`src/sms_spi_defs.vh`:
```
// Functional notes
// RL1 - Interrupt request needs both SPI interrupt enable and serial-port interrupt enable.
// RL2 - Channel enable bit activates the serial pins; cleared disables the channel.
// RL3 - Bit order one shifts LSB first, zero shifts MSB first.
// RL4 - Master select one generates SCK; zero makes a slave clocked by SCK.
// RL5 - Master idles SCK at the clock polarity level.
// RL6 - Phase and polarity pick one of four sample and shift relationships.
// RL7 - Master SCK is oscillator over 4/16/64/128, or 2/8/32/64 doubled.
// RL8 - Slave ignores rate bits and follows incoming SCK.
// RL9 - Each finished byte sets transfer-done flag and may raise interrupt.
// RL10 - Done flag clears only after status read then data access.
// RL11 - Normal mode write during transfer sets collision flag and is dropped.
// RL12 - Normal mode collision flag clears with the done clearing sequence.
// RL13 - Enhanced mode collision flag means buffer full; writes overwrite it.
// RL14 - Enhanced buffer-full clears when the buffer moves into shift register.
// RL15 - Slave output disable bit keeps MISO undriven.
// RL16 - Enhanced bit selects double-buffered transmit writes.
// RL17 - Transmit buffer shares the data register address.
// RL18 - Data register clears on cold reset, kept on warm reset.
// RL19 - Slave not reloaded echoes the byte last received.
// RL20 - Software configures format first and enables master before slaves.
// RL21 - Load window high during bits 0-3, low during bits 4-7.
// RL22 - Serial interrupt ORs UART flags and enabled done flag; no auto clear.
// RL23 - Clock double bit bypasses the halving, selecting faster divisors.
`ifndef SMS_SPI_DEFS_VH
`define SMS_SPI_DEFS_VH
// Register indexes; byte address is four times the index
`define SMS_IDX_DATA 10'h086
`define SMS_IDX_STAT 10'h0aa
`define SMS_IDX_CTRL 10'h0d5
`define SMS_IDX_CFG 10'h08f
// Control register fields
`define SMS_CTRL_IRQEN 7
`define SMS_CTRL_EN 6
`define SMS_CTRL_ORDER 5
`define SMS_CTRL_MASTER_SELECT 4
`define SMS_CTRL_CLOCK_POLARITY 3
`define SMS_CTRL_CLOCK_PHASE 2
`define SMS_CTRL_RATE_HI 1
`define SMS_CTRL_RATE_LO 0
`define SMS_CTRL_RST 8'h04
// Status register fields
`define SMS_STAT_DONE 7
`define SMS_STAT_COL 6
`define SMS_STAT_LDW 5
`define SMS_STAT_SLAVE_OUT_DISABLE 1
`define SMS_STAT_ENH 0
// Configuration register fields
`define SMS_CFG_X2 0
`define SMS_CFG_ES 1
// Half SCK period in aclk cycles, normal and doubled
`define SMS_HALF_R0 7'd2
`define SMS_HALF_R1 7'd8
`define SMS_HALF_R2 7'd32
`define SMS_HALF_R3 7'd64
`define SMS_HALF_X0 7'd1
`define SMS_HALF_X1 7'd4
`define SMS_HALF_X2 7'd16
`define SMS_HALF_X3 7'd32
`define SMS_LAST_EDGE 4'hf
`define SMS_RESP_OKAY 2'b00
`define SMS_RESP_SLVERR 2'b10
`endif

```
`src/sms_spi_port.v`:
```
// Our own choice: register access over AXI4-Lite.
`timescale 1ns/10ps
`default_nettype none
`include "sms_spi_defs.vh"
module sms_spi_port #(
    parameter ADDR_W = 12
) (
    // Clock and resets
    input wire aclk,
    input wire aresetn,
    input wire cold_resetn,
    // AXI4-Lite write
    input wire [ADDR_W-1:0] s_axi_awaddr,
    input wire s_axi_awvalid,
    output wire s_axi_awready,
    input wire [31:0] s_axi_wdata,
    input wire [3:0] s_axi_wstrb,
    input wire s_axi_wvalid,
    output wire s_axi_wready,
    output wire [1:0] s_axi_bresp,
    output wire s_axi_bvalid,
    input wire s_axi_bready,
    // AXI4-Lite read
    input wire [ADDR_W-1:0] s_axi_araddr,
    input wire s_axi_arvalid,
    output wire s_axi_arready,
    output wire [31:0] s_axi_rdata,
    output wire [1:0] s_axi_rresp,
    output wire s_axi_rvalid,
    input wire s_axi_rready,
    // Serial pins
    input wire ss_n_i,
    input wire sck_i,
    output wire sck_o,
    output wire sck_oe,
    input wire mosi_i,
    output wire mosi_o,
    output wire mosi_oe,
    input wire miso_i,
    output wire miso_o,
    output wire miso_oe,
    // Shared serial interrupt
    input wire uart_rx_flag,
    input wire uart_tx_flag,
    output wire serial_irq
);
    // ----------------------------------------
    // Registers and state
    // ----------------------------------------
    reg [7:0] ctrl_q, data_q, buf_q, sr_q, sr_d;
    reg [7:0] rd_byte;
    reg done_q, col_q, full_q, armed_q, slave_out_disable_q, enh_q, x2_q, es_q;
    reg ldw_q, run_q, sck_q, sck_p_q, rbit_q, out_q;
    reg sck_oe_q, mosi_oe_q, miso_oe_q, irq_q;
    reg [3:0] e_q;
    reg [6:0] cnt_q, half;
    reg [3:0] s1_q, s2_q;
    reg awready_q, wready_q, bvalid_q, arready_q, rvalid_q;
    reg aw_have_q, w_have_q;
    reg [1:0] bresp_q, rresp_q;
    reg [31:0] rdata_q;
    reg [ADDR_W-1:0] awaddr_q;
    reg [7:0] wdata_q;
    reg wstrb0_q;

    wire en = ctrl_q[`SMS_CTRL_EN];
    wire master_select = ctrl_q[`SMS_CTRL_MASTER_SELECT];
    wire clock_polarity = ctrl_q[`SMS_CTRL_CLOCK_POLARITY];
    wire clock_phase = ctrl_q[`SMS_CTRL_CLOCK_PHASE];
    wire lsb1 = ctrl_q[`SMS_CTRL_ORDER];
    wire [1:0] rate = {ctrl_q[`SMS_CTRL_RATE_HI], ctrl_q[`SMS_CTRL_RATE_LO]};

    // ----------------------------------------
    // Pin synchronisers
    // ----------------------------------------
    // Order: 3 ss_n, 2 sck, 1 mosi, 0 miso
    always @(posedge aclk) begin
        if (!aresetn) begin
            s1_q <= 4'hc;
            s2_q <= 4'hc;
        end else begin
            s1_q <= {ss_n_i, sck_i, mosi_i, miso_i};
            s2_q <= s1_q;
        end
    end
    wire ss_s = s2_q[3];
    wire sck_s = s2_q[2];
    wire in_bit = master_select ? s2_q[0] : s2_q[1];

    // ----------------------------------------
    // Bus decode
    // ----------------------------------------
    wire [9:0] widx = awaddr_q[ADDR_W-1:2];
    wire [9:0] ridx = s_axi_araddr[ADDR_W-1:2];
    wire wr_go = aw_have_q & w_have_q & ~bvalid_q;
    wire wr_ok = (widx == `SMS_IDX_DATA) | (widx == `SMS_IDX_STAT) |
                 (widx == `SMS_IDX_CTRL) | (widx == `SMS_IDX_CFG);
    wire wr_en = wr_go & wstrb0_q;
    wire ar_hs = s_axi_arvalid & arready_q;
    wire dwr = wr_en & (widx == `SMS_IDX_DATA);
    wire drd = ar_hs & (ridx == `SMS_IDX_DATA);
    wire srd = ar_hs & (ridx == `SMS_IDX_STAT);
    wire rd_ok = (ridx == `SMS_IDX_DATA) | (ridx == `SMS_IDX_STAT) |
                 (ridx == `SMS_IDX_CTRL) | (ridx == `SMS_IDX_CFG);

    // ----------------------------------------
    // Transfer control
    // ----------------------------------------
    always @* begin
        case ({x2_q, rate})
            3'b000: half = `SMS_HALF_R0; // RL7
            3'b001: half = `SMS_HALF_R1;
            3'b010: half = `SMS_HALF_R2;
            3'b011: half = `SMS_HALF_R3;
            3'b100: half = `SMS_HALF_X0; // RL23
            3'b101: half = `SMS_HALF_X1;
            3'b110: half = `SMS_HALF_X2;
            default: half = `SMS_HALF_X3;
        endcase
    end
    wire tick = run_q & (cnt_q == half - 7'd1);
    // Slave edges come only from the pin; rate bits play no part
    wire ev_s = en & ~master_select & ~ss_s & (sck_s != sck_p_q); // RL8 RL4
    wire ev = (en & master_select & tick) | ev_s;
    wire busy = master_select ? run_q : (e_q != 4'h0);
    wire last = ev & (e_q == `SMS_LAST_EDGE);
    wire samp = ev & (e_q[0] == clock_phase); // RL6
    wire shft = ev & (e_q[0] != clock_phase) & ~(clock_phase & (e_q == 4'h0)); // RL6
    wire sin = samp ? in_bit : rbit_q;
    wire ld = dwr & ~enh_q & ~busy; // RL16
    wire mv = en & enh_q & full_q & ~busy & ~ld; // RL14
    wire start = en & master_select & (ld | mv);
    wire clr = armed_q & (dwr | drd); // RL10

    always @* begin
        sr_d = sr_q;
        if (ld)
            sr_d = wdata_q;
        else if (mv)
            sr_d = buf_q;
        else if (shft | (last & clock_phase)) begin
            if (lsb1)
                sr_d = {sin, sr_q[7:1]}; // RL3
            else
                sr_d = {sr_q[6:0], sin}; // RL3
        end
    end

    always @(posedge aclk) begin
        if (!aresetn) begin
            sr_q <= 8'h00;
            run_q <= 1'b0;
            e_q <= 4'h0;
            cnt_q <= 7'h00;
            sck_q <= 1'b0;
            sck_p_q <= 1'b0;
            rbit_q <= 1'b0;
            out_q <= 1'b0;
            ldw_q <= 1'b1;
            sck_oe_q <= 1'b0;
            mosi_oe_q <= 1'b0;
            miso_oe_q <= 1'b0;
            irq_q <= 1'b0;
        end else begin
            sr_q <= sr_d; // RL19
            sck_p_q <= sck_s;
            out_q <= lsb1 ? sr_d[0] : sr_d[7];
            if (samp)
                rbit_q <= in_bit;
            if (!en || (!master_select && ss_s)) begin
                e_q <= 4'h0;
                run_q <= master_select & run_q & en;
            end else if (ev)
                e_q <= e_q + 4'h1;
            if (start) begin
                run_q <= 1'b1;
                cnt_q <= 7'h00;
            end else if (tick)
                cnt_q <= 7'h00;
            else if (run_q)
                cnt_q <= cnt_q + 7'h01;
            if (last & master_select)
                run_q <= 1'b0;
            if (!(en & master_select))
                sck_q <= clock_polarity; // RL5
            else if (tick)
                sck_q <= ~sck_q;
            else if (!run_q)
                sck_q <= clock_polarity; // RL5
            ldw_q <= ~busy | ~e_q[3]; // RL21
            sck_oe_q <= en & master_select; // RL2
            mosi_oe_q <= en & master_select; // RL2
            miso_oe_q <= en & ~master_select & ~ss_s & ~slave_out_disable_q; // RL15
            irq_q <= es_q & ((done_q & ctrl_q[`SMS_CTRL_IRQEN]) |
                    uart_rx_flag | uart_tx_flag); // RL1 RL22
        end
    end

    // ----------------------------------------
    // Flags and buffer
    // ----------------------------------------
    always @(posedge aclk) begin
        if (!aresetn) begin
            done_q <= 1'b0;
            col_q <= 1'b0;
            full_q <= 1'b0;
            armed_q <= 1'b0;
            buf_q <= 8'h00;
        end else begin
            done_q <= last | (done_q & ~clr); // RL9 RL10
            if (dwr & ~enh_q & busy)
                col_q <= 1'b1; // RL11
            else if (clr)
                col_q <= 1'b0; // RL12
            if (dwr & enh_q) begin
                buf_q <= wdata_q; // RL13 RL17
                full_q <= 1'b1; // RL13
            end else if (mv | ~enh_q)
                full_q <= 1'b0; // RL14
            if (srd)
                armed_q <= 1'b1;
            else if (clr)
                armed_q <= 1'b0;
        end
    end

    // Cold reset only; a warm reset leaves the received byte in place
    always @(posedge aclk) begin
        if (!cold_resetn)
            data_q <= 8'h00; // RL18
        else if (last)
            data_q <= sr_d;
        else if (ld)
            data_q <= wdata_q;
    end

    // ----------------------------------------
    // Software registers
    // ----------------------------------------
    always @(posedge aclk) begin
        if (!aresetn) begin
            ctrl_q <= `SMS_CTRL_RST;
            slave_out_disable_q <= 1'b0;
            enh_q <= 1'b0;
            x2_q <= 1'b0;
            es_q <= 1'b0;
        end else if (wr_en) begin
            if (widx == `SMS_IDX_CTRL)
                ctrl_q <= wdata_q;
            if (widx == `SMS_IDX_STAT) begin
                slave_out_disable_q <= wdata_q[`SMS_STAT_SLAVE_OUT_DISABLE]; // RL15
                enh_q <= wdata_q[`SMS_STAT_ENH]; // RL16
            end
            if (widx == `SMS_IDX_CFG) begin
                x2_q <= wdata_q[`SMS_CFG_X2]; // RL23
                es_q <= wdata_q[`SMS_CFG_ES];
            end
        end
    end

    always @* begin
        rd_byte = 8'h00;
        case (ridx)
            `SMS_IDX_DATA: rd_byte = data_q;
            `SMS_IDX_CTRL: rd_byte = ctrl_q;
            `SMS_IDX_CFG: rd_byte = {6'h00, es_q, x2_q};
            `SMS_IDX_STAT: begin
                rd_byte[`SMS_STAT_DONE] = done_q;
                rd_byte[`SMS_STAT_COL] = enh_q ? full_q : col_q; // RL13
                rd_byte[`SMS_STAT_LDW] = ldw_q;
                rd_byte[`SMS_STAT_SLAVE_OUT_DISABLE] = slave_out_disable_q;
                rd_byte[`SMS_STAT_ENH] = enh_q;
            end
            default: rd_byte = 8'h00;
        endcase
    end

    // ----------------------------------------
    // AXI4-Lite handshakes
    // ----------------------------------------
    // One write and one read in flight; readies drop until the answer goes
    always @(posedge aclk) begin
        if (!aresetn) begin
            awready_q <= 1'b1;
            wready_q <= 1'b1;
            arready_q <= 1'b1;
            bvalid_q <= 1'b0;
            rvalid_q <= 1'b0;
            aw_have_q <= 1'b0;
            w_have_q <= 1'b0;
            bresp_q <= `SMS_RESP_OKAY;
            rresp_q <= `SMS_RESP_OKAY;
            rdata_q <= 32'h0000_0000;
            awaddr_q <= {ADDR_W{1'b0}};
            wdata_q <= 8'h00;
            wstrb0_q <= 1'b0;
        end else begin
            if (s_axi_awvalid & awready_q) begin
                awaddr_q <= s_axi_awaddr;
                aw_have_q <= 1'b1;
                awready_q <= 1'b0;
            end
            if (s_axi_wvalid & wready_q) begin
                wdata_q <= s_axi_wdata[7:0];
                wstrb0_q <= s_axi_wstrb[0];
                w_have_q <= 1'b1;
                wready_q <= 1'b0;
            end
            if (wr_go) begin
                aw_have_q <= 1'b0;
                w_have_q <= 1'b0;
                bvalid_q <= 1'b1;
                bresp_q <= wr_ok ? `SMS_RESP_OKAY : `SMS_RESP_SLVERR;
            end
            if (bvalid_q & s_axi_bready) begin
                bvalid_q <= 1'b0;
                awready_q <= 1'b1;
                wready_q <= 1'b1;
            end
            if (ar_hs) begin
                arready_q <= 1'b0;
                rvalid_q <= 1'b1;
                rdata_q <= {24'h000000, rd_byte};
                rresp_q <= rd_ok ? `SMS_RESP_OKAY : `SMS_RESP_SLVERR;
            end
            if (rvalid_q & s_axi_rready) begin
                rvalid_q <= 1'b0;
                arready_q <= 1'b1;
            end
        end
    end

    assign s_axi_awready = awready_q;
    assign s_axi_wready = wready_q;
    assign s_axi_bvalid = bvalid_q;
    assign s_axi_bresp = bresp_q;
    assign s_axi_arready = arready_q;
    assign s_axi_rvalid = rvalid_q;
    assign s_axi_rdata = rdata_q;
    assign s_axi_rresp = rresp_q;
    assign sck_o = sck_q;
    assign sck_oe = sck_oe_q;
    assign mosi_o = out_q;
    assign mosi_oe = mosi_oe_q;
    assign miso_o = out_q;
    assign miso_oe = miso_oe_q;
    assign serial_irq = irq_q;
endmodule
`default_nettype wire

```
`config.mk`:
```
export PLATFORM = sky130hd
export DESIGN_NAME = sms_spi_port
export DESIGN_NICKNAME = d
export VERILOG_FILES = /design/src/sms_spi_port.v
export VERILOG_INCLUDE_DIRS = /design/src /design/src/src
export SDC_FILE = /design/constraint.sdc
export NUM_CORES = 1
export LEC_CHECK = 0
export BUFFER_PORTS_ARGS = -buffer_cell sky130_fd_sc_hd__buf_2
export CAP_MARGIN = 40
export CORE_MARGIN = 5
export CORE_UTILIZATION = 25
export CTS_BUF_LIST = sky130_fd_sc_hd__clkbuf_2 sky130_fd_sc_hd__clkbuf_4 sky130_fd_sc_hd__clkbuf_8
export CTS_CLUSTER_DIAMETER = 200
export DETAILED_ROUTE_END_ITERATION = 10
export PLACE_DENSITY = 0.53
export SLEW_MARGIN = 10
export SYNTH_ARGS = -nofsm -noshare
export SYNTH_HDL_FRONTEND = slang
export SYNTH_SLANG_ARGS = --single-unit
```
`constraint.sdc`:
```
create_clock -name aclk -period 3.25 [get_ports aclk]
set_input_delay 0.4875 -clock aclk [delete_from_list [all_inputs] [get_ports aclk]]
set_output_delay 0.4875 -clock aclk [all_outputs]
set_load 0.01 [all_outputs]
```
### After elaboration in Yosys (flattened, before gate mapping)

Cells that the tools add are included.

* bits in registers: 108
* bits in latches: 0
* bits in writable memories: 0
* bits in read-only memories: 0
* word-level logic and storage cells: 175
* memories: 0

* add/subtract/negate cells: 3
* $mul: 0
* div/mod/pow operators: 0
* magnitude comparators: 0
* equality and inequality tests: 19
* shifts and indexed selects: 0
* multiplexer cells: 27
* bitwise operators: 67
* reduce and logical (&&, ||, !) cells: 21

Operator list (number)
* $eq 10x8->1 const B: 8
* $mux 8: 6
* $pmux 7 s6: 1
* $and 1x1->1: 40
* $mux 1: 15
* $or 1x1->1: 15
* $not 1->1: 12
* $reduce_bool 2->1: 5
* $reduce_or 2->1: 5
* $eq 3x3->1 const B: 3
* $pmux 3 s3: 1
* $pmux 2 s4: 1
* $add 7x1->7 const B: 1
* $eq 7x7->1: 1
* $sub 7x1->7 const B: 1
* $pmux 3 s2: 1
* $reduce_and 2->1: 3
* $add 4x1->4 const B: 1
* $eq 4x4->1 const B: 1
* $logic_not 4->1: 1
* $mux 2: 2
* $reduce_bool 4->1: 1
* $eq 3x1->1 const B: 1
* $eq 3x2->1 const B: 1
* 8 further kinds: 10

### Depth between registers and ports, before layout

Gate-level depths: netlist (run 1).

* depth in word-level cells: 14
* gate-level depth with buffers: 12
* depth with buffers taken out: 10

### Worst setup path before layout (run 1)

OpenSTA, ideal clock, no wires.

* path kind: reg2reg
* start point: register ctrl_q[0]
* end point: register data_q[7]
* arrival time: 2662 ps
* slack: 466 ps
* stages on the path, launching flop included: 11
* path buffers: 1
* cells stage by stage: dfxtp_1 -> buf_2 -> or3_1 -> ha_1 -> xnor2_1 -> a311oi_2 -> nand4b_2 -> nor3_4 -> o21ai_1 -> and2_1 -> o311a_1

* word-level cells in the longest chain between the ends: 14
* elaborated cells on any way between the ends: 25
* those cells by class: 1 x add/sub; 6 x eq/ne; 7 x mux; 9 x bitwise; 2 x reduce/logical

RTL lines
* from (decl): line sms_spi_port.v:50 `reg [7:0] ctrl_q, data_q, buf_q, sr_q, sr_d;`
* from (signal assigned): line sms_spi_port.v:242 `` ctrl_q <= `SMS_CTRL_RST; ``
* from (signal assigned): line sms_spi_port.v:249 `ctrl_q <= wdata_q;`
* $eq 3x3->1, or another cell as far along: line sms_spi_port.v:110 `case ({x2_q, rate})`
* $pmux 7 s6 (*): line sms_spi_port.v:110
* $sub 7x1->7 (*): line sms_spi_port.v:121 `wire tick = run_q & (cnt_q == half - 7'd1);`
* $eq 7x7->1 (*): line sms_spi_port.v:121
* $and 1x1->1 (*): line sms_spi_port.v:121
* $and 1x1->1 (*): line sms_spi_port.v:124 `wire ev = (en & master_select & tick) | ev_s;`
* $or 1x1->1 (*): line sms_spi_port.v:124
* $and 1x1->1 (on tied branches): line sms_spi_port.v:127, sms_spi_port.v:126, sms_spi_port.v:128
* $mux 1, or another cell as far along
* $mux 8 or $or 1x1->1 (tied branches): line sms_spi_port.v:142, sms_spi_port.v:141
* $mux 8: line sms_spi_port.v:141 `else if (shft | (last & clock_phase)) begin`
* $mux 8: line sms_spi_port.v:139 `else if (mv)`
* $mux 8: line sms_spi_port.v:137 `if (ld)`
* $mux 8: line sms_spi_port.v:231 `else if (last)`
* to (signal assigned): line sms_spi_port.v:232 `data_q <= sr_d;`
* to (signal assigned): line sms_spi_port.v:234 `data_q <= wdata_q;`
* to (decl): line sms_spi_port.v:50

Mark *: on every way between the ends. The rest lies on a longest branch, timed or not.
A chain may end at the register's enable or synchronous reset.

### Final worst setup path (run 1)

* start point: register ctrl_q[0]
* end point: register data_q[6]

* word-level cells in the longest chain between the ends: 14
* elaborated cells on any way between the ends: 22
* those cells by class: 1 x add/sub; 6 x eq/ne; 5 x mux; 8 x bitwise; 2 x reduce/logical

RTL lines (line)
* $eq 3x3->1, or another cell as far along: sms_spi_port.v:110
* $pmux 7 s6 (*): sms_spi_port.v:110
* $sub 7x1->7 (*): sms_spi_port.v:121
* $eq 7x7->1 (*): sms_spi_port.v:121
* $and 1x1->1 (*): sms_spi_port.v:121
* $and 1x1->1 (*): sms_spi_port.v:124
* $or 1x1->1 (*): sms_spi_port.v:124
* $and 1x1->1 (on tied branches): sms_spi_port.v:128, sms_spi_port.v:126
* $and 1x1->1 (on tied branches): sms_spi_port.v:128, sms_spi_port.v:141
* $or 1x1->1: sms_spi_port.v:141
* $mux 8: sms_spi_port.v:141
* $mux 8: sms_spi_port.v:139
* $mux 8: sms_spi_port.v:137
* $mux 8: sms_spi_port.v:231

Marks and branches as above.

==> results by group, run 1 <==
Synthesis
  • Synth Flop Type: dfxtp_1
  • Combinational family with the most area after synthesis: simple AND/OR/NAND/NOR gates
  • Unique masters post-synth: between 60 and 70
  • Synth top area cells: dfxtp_1 (40%), nand2_1 (6.9%), a21boi_0 (4.9%)
  • Seq/Total Area, Yosys: about 40%
  • Post-synth EDFFs: 0
  • FFs w/ async S/R, synth: 0%
  • Most area-hungry cell type in the Yosys netlist: dfxtp_1
  • Compound-Gate Fraction of Synth Area: between 10% and 20%
  • Post-synthesis adder-cell area fraction: 0.969%
  • Count leader, synth: dfxtp_1
  • Cell count after synthesis: 601
  • Avg Cell Area, Syn: approximately 8.6 µm²
  • Post-synth top area share: 40.3%
  • Post-Synth XOR/XNOR Area: 2.71%
  • Seq cells post-synth: around 100
  • YS warnings: 0
  • Synthesized area: a little over 5000 µm²
  • Mux contribution to synthesized area: under 10%
  • Synth Area in Simple Gates: a little under a quarter
  • Top cells by count, synth: dfxtp_1 (104), nand2_1 (95), nor2_1 (38)

Worst hold path
  • HP Class: input pin to flip-flop

STA
  • Final WS setup: around 0.26 ns
  • Setup repair after global routing missed its margin: no
  • Max Transition Viols Final: 0
  • Fmax: between 0.3 and 0.4 GHz
  • Final hold violations: 0
  • Final period utilization: about nine tenths
  • Clock skew: 0.0200 ns
  • Setup TNS: 0 ns
  • Max-slew headroom: approximately 60%
  • Setup violations, final: 0
  • Slew @ Worst Pin: 0.609 ns
  • Final Critical Period: 2.99 ns

Clock tree
  • Root buf cell: clkbuf_8
  • Clk pin slew, worst setup/hold paths: between 0.1 and 0.15 ns
  • # Post-CTS Setup Buffers: 0
  • TritonCTS Buffers: 9
  • Clk buf depth: 2
  • Sink Count: between 100 and 150
  • Max H-tree Level: 3
  • Clk_lat worst skew: ~0.40 ns
  • Post-CTS sizing: 0
  • Hold-fix buffers, CTS: 0
  • CTS tree: done

Floorplanning
  • Die Span Y: 154 µm
  • Die W: 154 µm
  • I/O pin count: about 120
  • Die area: 23600 µm²
  • Initial core utilization: 25.4%
  • Area of the core: about 20000 µm²
  • Rows: 52

Worst setup path
  • R2R depth: 10
  • Worst setup path end: data_q[6]$_SDFFE_PN0P_
  • Kind of critical path: flip-flop to flip-flop
  • CP delay by family, top: compound AO/OA/AOI/OAI gates
  • CP Launch Type: flip-flop
  • Worst Path Max Fanout: 8
  • R2R setup slack: roughly 0.26 ns
  • CP cell instances: or3_1, ha_1, nor2b_1, a2111oi_0, nand4b_2, nor3_4, buf_4, o21ai_4, mux2_2, a221oi_1
  • Critical Path RT: roughly 3.6 ns
  • Crit path buf inv count: 1
  • Setup crit start: ctrl_q[0]$_SDFFE_PN0P_
  • Crit path depth: 10
  • Slowest CP cell: mux2_2
  • FF-to-FF End: data_q[6]$_SDFFE_PN0P_
  • Crit path largest cell delay: 0.39 ns
  • Critical path arrival: between 3 and 4 ns
  • R2R Path Start: ctrl_q[0]$_SDFFE_PN0P_
  • CP Capture Type: flip-flop

Detailed routing
  • Routed wl met3: 584 µm
  • Routed vias: 4257
  • Detailed Route Iter0 Violations: ~240
  • Max layer used: met4
  • Met1 wire length: between 6000 and 7000 µm
  • Met2 WL post-DR: 5800 µm
  • DR WL/cell: 14.0 µm
  • Post-DRT Antenna Nets: 0
  • Vias per cell: ~4.6
  • DRT Pass-1 Iters: 5
  • WL final: ~13000 µm
  • Residual DRC: 0

Global route
  • Initial antenna violation count: 0
  • Largest net degree at the start of global routing: 34
  • First-pass GRT wire length: between 20000 and 25000 µm
  • Vias in the first global route: 4060
  • Global route overflow: 0
  • Total global-route track usage: 11.2%

Placement
  • Port-buffer cells: 64
  • Detail Placement HPWL: 9840 µm
  • # placed instances: between 900 and 1000
  • Setup WS pre-CTS: between 0.2 and 0.3 ns
  • Gpl congestion: approximately 0.80

Layout
  • Filler cell count: 2219
  • Nets: about 740
  • Layout Cells excl Fill: slightly above 900
  • Antenna Cells: 0
  • Layout cells sized above 1: between 10% and 20%
  • Layout area overhead: 14.2%

Run status
  • Status: finished clean

Flow run
  • Max Cap Viol: 0

Power
  • Worst IR Drop VDD: 191 µV
  • Tot Pwr: ~2.3 mW
  • Leak pwr: about 2.2 nW
  • Power Density: around 390 nW/µm²
[per-layer routing]
layer  up-vias  track usage, %
li1       2173               -
met1      1986            15.5
met2        88            17.2
met3        10            2.50
met4         0            3.53
met5         -               0
[cells by family after synthesis]
group	Yosys count
xor+xnor	16
mux	28
other cells	1
fa+ha+maj	4
flops	104
compound gates	136
simple gates	238
buf+inv	74
[registers in the layout (all words and copies together) (netlist names), 7 cells and up]
signal	cells
awaddr_q	10
buf_q	8
s_axi_rdata	8
ctrl_q	8
cnt_q	7
sr_q	8
wdata_q	8
data_q	8
[worst reg2reg max path, delay by kind of cell (launching register included)]
family,cells,cell delay [ns]
flip-flops,1,0.35
multiplexers,1,0.40
AND/OR/NAND/NOR,4,0.82
buffers and inverters,1,0.18
AO/OA/AOI/OAI,3,0.91
adder cells (fa/ha/maj),1,0.25
[power breakdown]
part	switching [mW]	internal [mW]
logic	0.0903	0.0616
registers	0.0266	1.30
clock network	0.506	0.296
[through the flow]
step	hold slack, ns	instance area, µm²	utilization [%]
after floorplan	0.386	5260	-
after global placement	0.393	5710	28.1
after detailed placement	0.393	5710	28.1
after CTS	0.263	5900	29.1
after global routing	0.271	5900	29.1
final	0.279	5900	29.1
[worst min-delay path by stage]
stage               slack, ns  cells past startpoint                         to          startpoint
global placement         0.39                      1         s2_q[2]$_SDFF_PN1_  s1_q[2]$_SDFF_PN1_
floorplan                0.39                      1         s2_q[2]$_SDFF_PN1_  s1_q[2]$_SDFF_PN1_
global route             0.27                      2         s1_q[3]$_SDFF_PN1_              ss_n_i
finish                   0.28                      2         s1_q[2]$_SDFF_PN1_               sck_i
CTS                      0.26                      2  s_axi_wready$_SDFFE_PP1P_        s_axi_wvalid
detailed placement       0.39                      1         s2_q[2]$_SDFF_PN1_  s1_q[2]$_SDFF_PN1_
[cell usage in the layout, fill, tap and decap left out, drive strengths merged, types with 5 or more instances in the layout]
cell type and instances:
conb 26, a21oi 19, buf 81, nand2 95, xor2 7, nand2b 10, xnor2 9, nand3b 7
nor3 12, mux2i 25, o21ai 26, a222oi 5, dfxtp 104, a221oi 13, clkbuf 9, nor2b 18
nor2 38, and3 9, a21boi 35, o211ai 14, nand3 8, inv 17, and2 12, nor3b 7
[final cells by class]
cell class	instances	area (µm²)	area share (%)
clock inverter	7	67.6	1.15
clock buffer	9	124	2.10
timing repair buffer	81	448	7.59
multi-input combinational	448	2780	47.2
inverter	15	56.3	0.954
tap	270	338	5.73
sequential	104	2080	35.3
(Power assumes the default switching activity.)
==> inputs of run 2 (changes only) <==
Clock period 3.25 ns to 3 ns, I/O delays scaled along.
==> results by group, run 2 (synthesized netlist as in run 1, its figures left out) <==
Detailed routing
  • Vias per cell: 4.60 (+1.0%)
  • Routed vias: 4342 (+2.0%)
  • Detailed Route Iter0 Violations: 245 (+3.8%)
  • Post-DRT Antenna Nets: 0 (unchanged)
  • DRT Pass-1 Iters: 5 (unchanged)
  • Residual DRC: 0 (unchanged)
  • WL final: 13200 µm (+0.86%)
  • DR WL/cell: 14.0 µm (about the same)

Floorplanning
  • I/O pin count: 122 (unchanged)
  • Die W: 154 µm (unchanged)
  • Area of the core: 20300 µm² (unchanged)
  • Rows: 52 (unchanged)
  • Die Span Y: 154 µm (unchanged)
  • Initial core utilization: 25.4% (unchanged)
  • Die area: 23600 µm² (unchanged)

Worst setup path
  • Worst setup path end: data_q[1]$_SDFFE_PN0P_
  • Kind of critical path: flip-flop to flip-flop
  • Worst Path Max Fanout: 6 (-2)
  • Setup crit start: x2_q$_SDFFE_PN0P_
  • R2R setup slack: 0.13 ns (-0.13 ns)
  • R2R Path Start: x2_q$_SDFFE_PN0P_
  • Critical path arrival: 3.17 ns (-0.12 ns)
  • FF-to-FF End: data_q[1]$_SDFFE_PN0P_
  • CP Capture Type: flip-flop
  • CP Launch Type: flip-flop
  • R2R depth: 10 (unchanged)
  • Critical Path RT: 3.30 ns (-0.26 ns)

Clock tree
  • CTS tree: done
  • Sink Count: 104 (unchanged)
  • Clk buf depth: 2 (unchanged)
  • Max H-tree Level: 3 (unchanged)
  • Hold-fix buffers, CTS: 0 (unchanged)
  • Clk pin slew, worst setup/hold paths: 0.10 ns (about the same)
  • Clk_lat worst skew: 0.39 ns (about the same)
  • TritonCTS Buffers: 9 (unchanged)
  • Root buf cell: clkbuf_8

Layout
  • Final Util: 29.8% (+0.70 points)
  • FF+latch area: 2080 µm² (unchanged)
  • Most frequent cells in the layout: dfxtp_1 (104), nand2_1 (95), buf_2 (64)
  • Filler cell count: 2239 (+0.90%)
  • Layout area overhead: 17.0%
  • Antenna Cells: 0 (unchanged)
  • Multi-input logic area: 2810 µm² (+1.1%)
  • Layout cells sized above 1: 18.4% (+1.4 points)
  • Max reg flops: 10 (unchanged)
  • Layout Cells excl Fill: 943 (+0.96%)
  • Commonest non-fill, non-tap cell in the layout: dfxtp_1
  • Nets: 746 (+1.2%)
  • Largest register by flop count: awaddr_q

STA
  • Final period utilization: 95.5% (+3.6 points)
  • Final hold violations: 0 (unchanged)
  • Setup TNS: 0 ns (unchanged)
  • Setup violations, final: 0 (unchanged)
  • Setup repair after global routing missed its margin: no
  • Clock skew: 0.0103 ns (-0.00974 ns)
  • Max Transition Viols Final: 0 (unchanged)
  • Fmax: 0.349 GHz (+4.2%)
  • Slew @ Worst Pin: 0.645 ns (+0.0361 ns)
  • Max-slew headroom: 57.0% (-2.4 points)
  • Final Critical Period: 2.87 ns (-0.121 ns)

Worst hold path
  • Worst hold start: ss_n_i
  • HP Class: input pin to flip-flop

Global route
  • Vias in the first global route: 3930 (-3.2%)
  • Initial antenna violation count: 0 (unchanged)
  • First-pass GRT wire length: 21000 µm (-2.2%)
  • Total global-route track usage: 11.1% (-0.083 points)
  • Largest net degree at the start of global routing: 36 (+5.9%)
  • Global route overflow: 0 (unchanged)

Flow run
  • Max Cap Viol: 0 (unchanged)

Power
  • Leak pwr: 2.29 nW (+3.6%)
  • Power Density: 430 nW/µm² (+11%)
  • Worst IR Drop VDD: 228 µV (+20%)

Placement
  • Detail Placement HPWL: 9920 µm (+0.81%)
  • Port-buffer cells: 64 (unchanged)
  • Gpl congestion: 0.815 (+1.7%)
  • # placed instances: 925 (+0.76%)

Run status
  • Status: finished clean
run 2: cell types whose count changed in the layout (fill, tap and decap cells not counted), sizes merged:
cell and change:
buf +9, bufinv +2, clkbuf +1, clkinv -1
clkinvlp -1, inv -1
run 2: layout make-up:
cell class / count / share of cell area, %
Clock buffer: 10 / 2.17
Clock inverter: 6 / 1.53
Inverter: 15 / 0.932
Multi-Input combinational cell: 448 / 46.6
Sequential cell: 104 / 34.5
Tap cell: 270 / 5.59
Timing Repair Buffer: 90 / 8.74
run 2: critical path: stages, from the launching register on:
cell and delay [ns]:
dfxtp_1 0.32, or3_1 0.37, ha_2 0.22, and3_1 0.19, a2111oi_1 0.32, nand4b_4 0.23, nor3_4 0.06, buf_4 0.16
o21ai_4 0.25, mux2_2 0.39, a221oi_1 0.25
run 2: worst min-delay path by stage:
stage                               to  slack, ns  depth (start not counted)
floorplan           s2_q[2]$_SDFF_PN1_       0.39                          1
global placement    s2_q[2]$_SDFF_PN1_       0.39                          1
detailed placement  s2_q[2]$_SDFF_PN1_       0.39                          1
CTS                 s1_q[3]$_SDFF_PN1_       0.21                          2
global route        s1_q[3]$_SDFF_PN1_       0.23                          2
finish              s1_q[3]$_SDFF_PN1_       0.24                          2
run 2: per-layer routing:
layer	share of wire (%)	vias to the layer above	global-route usage [%]
met2	45	105	17.3
met3	4.4	14	2.53
met5	0	-	0
met4	1.7	0	3.70
li1	-	2187	-
met1	49	2036	15.1
run 2: repair_timing:
item / in CTS / in global routing
hold endpoints to repair: 0 / 0
endpoints found under the setup margin: 0 / 2
setup buffers: 0 / 2
gates resized for setup: 0 / 5
run 2: metrics by stage:
step	power, mW	setup WS, ns	area (µm²)	hold WS, ns
floorplan	1.59	0.216	5260	0.386
global placement	1.64	0.0470	5760	0.395
detailed placement	1.64	0.0399	5760	0.393
CTS	2.65	0.0149	5980	0.212
global route	2.71	0.0170	6040	0.232
finish	2.60	0.134	6040	0.236
run 2: where the power goes:
part | internal (mW) | leakage [nW] | switching, mW | total (mW)
combinational | 0.0681 | 1.34 | 0.0971 | 0.165
sequential | 1.41 | 0.845 | 0.0290 | 1.44
clock | 0.485 | 0.112 | 0.508 | 0.993
total | 1.97 | 2.29 | 0.634 | 2.60
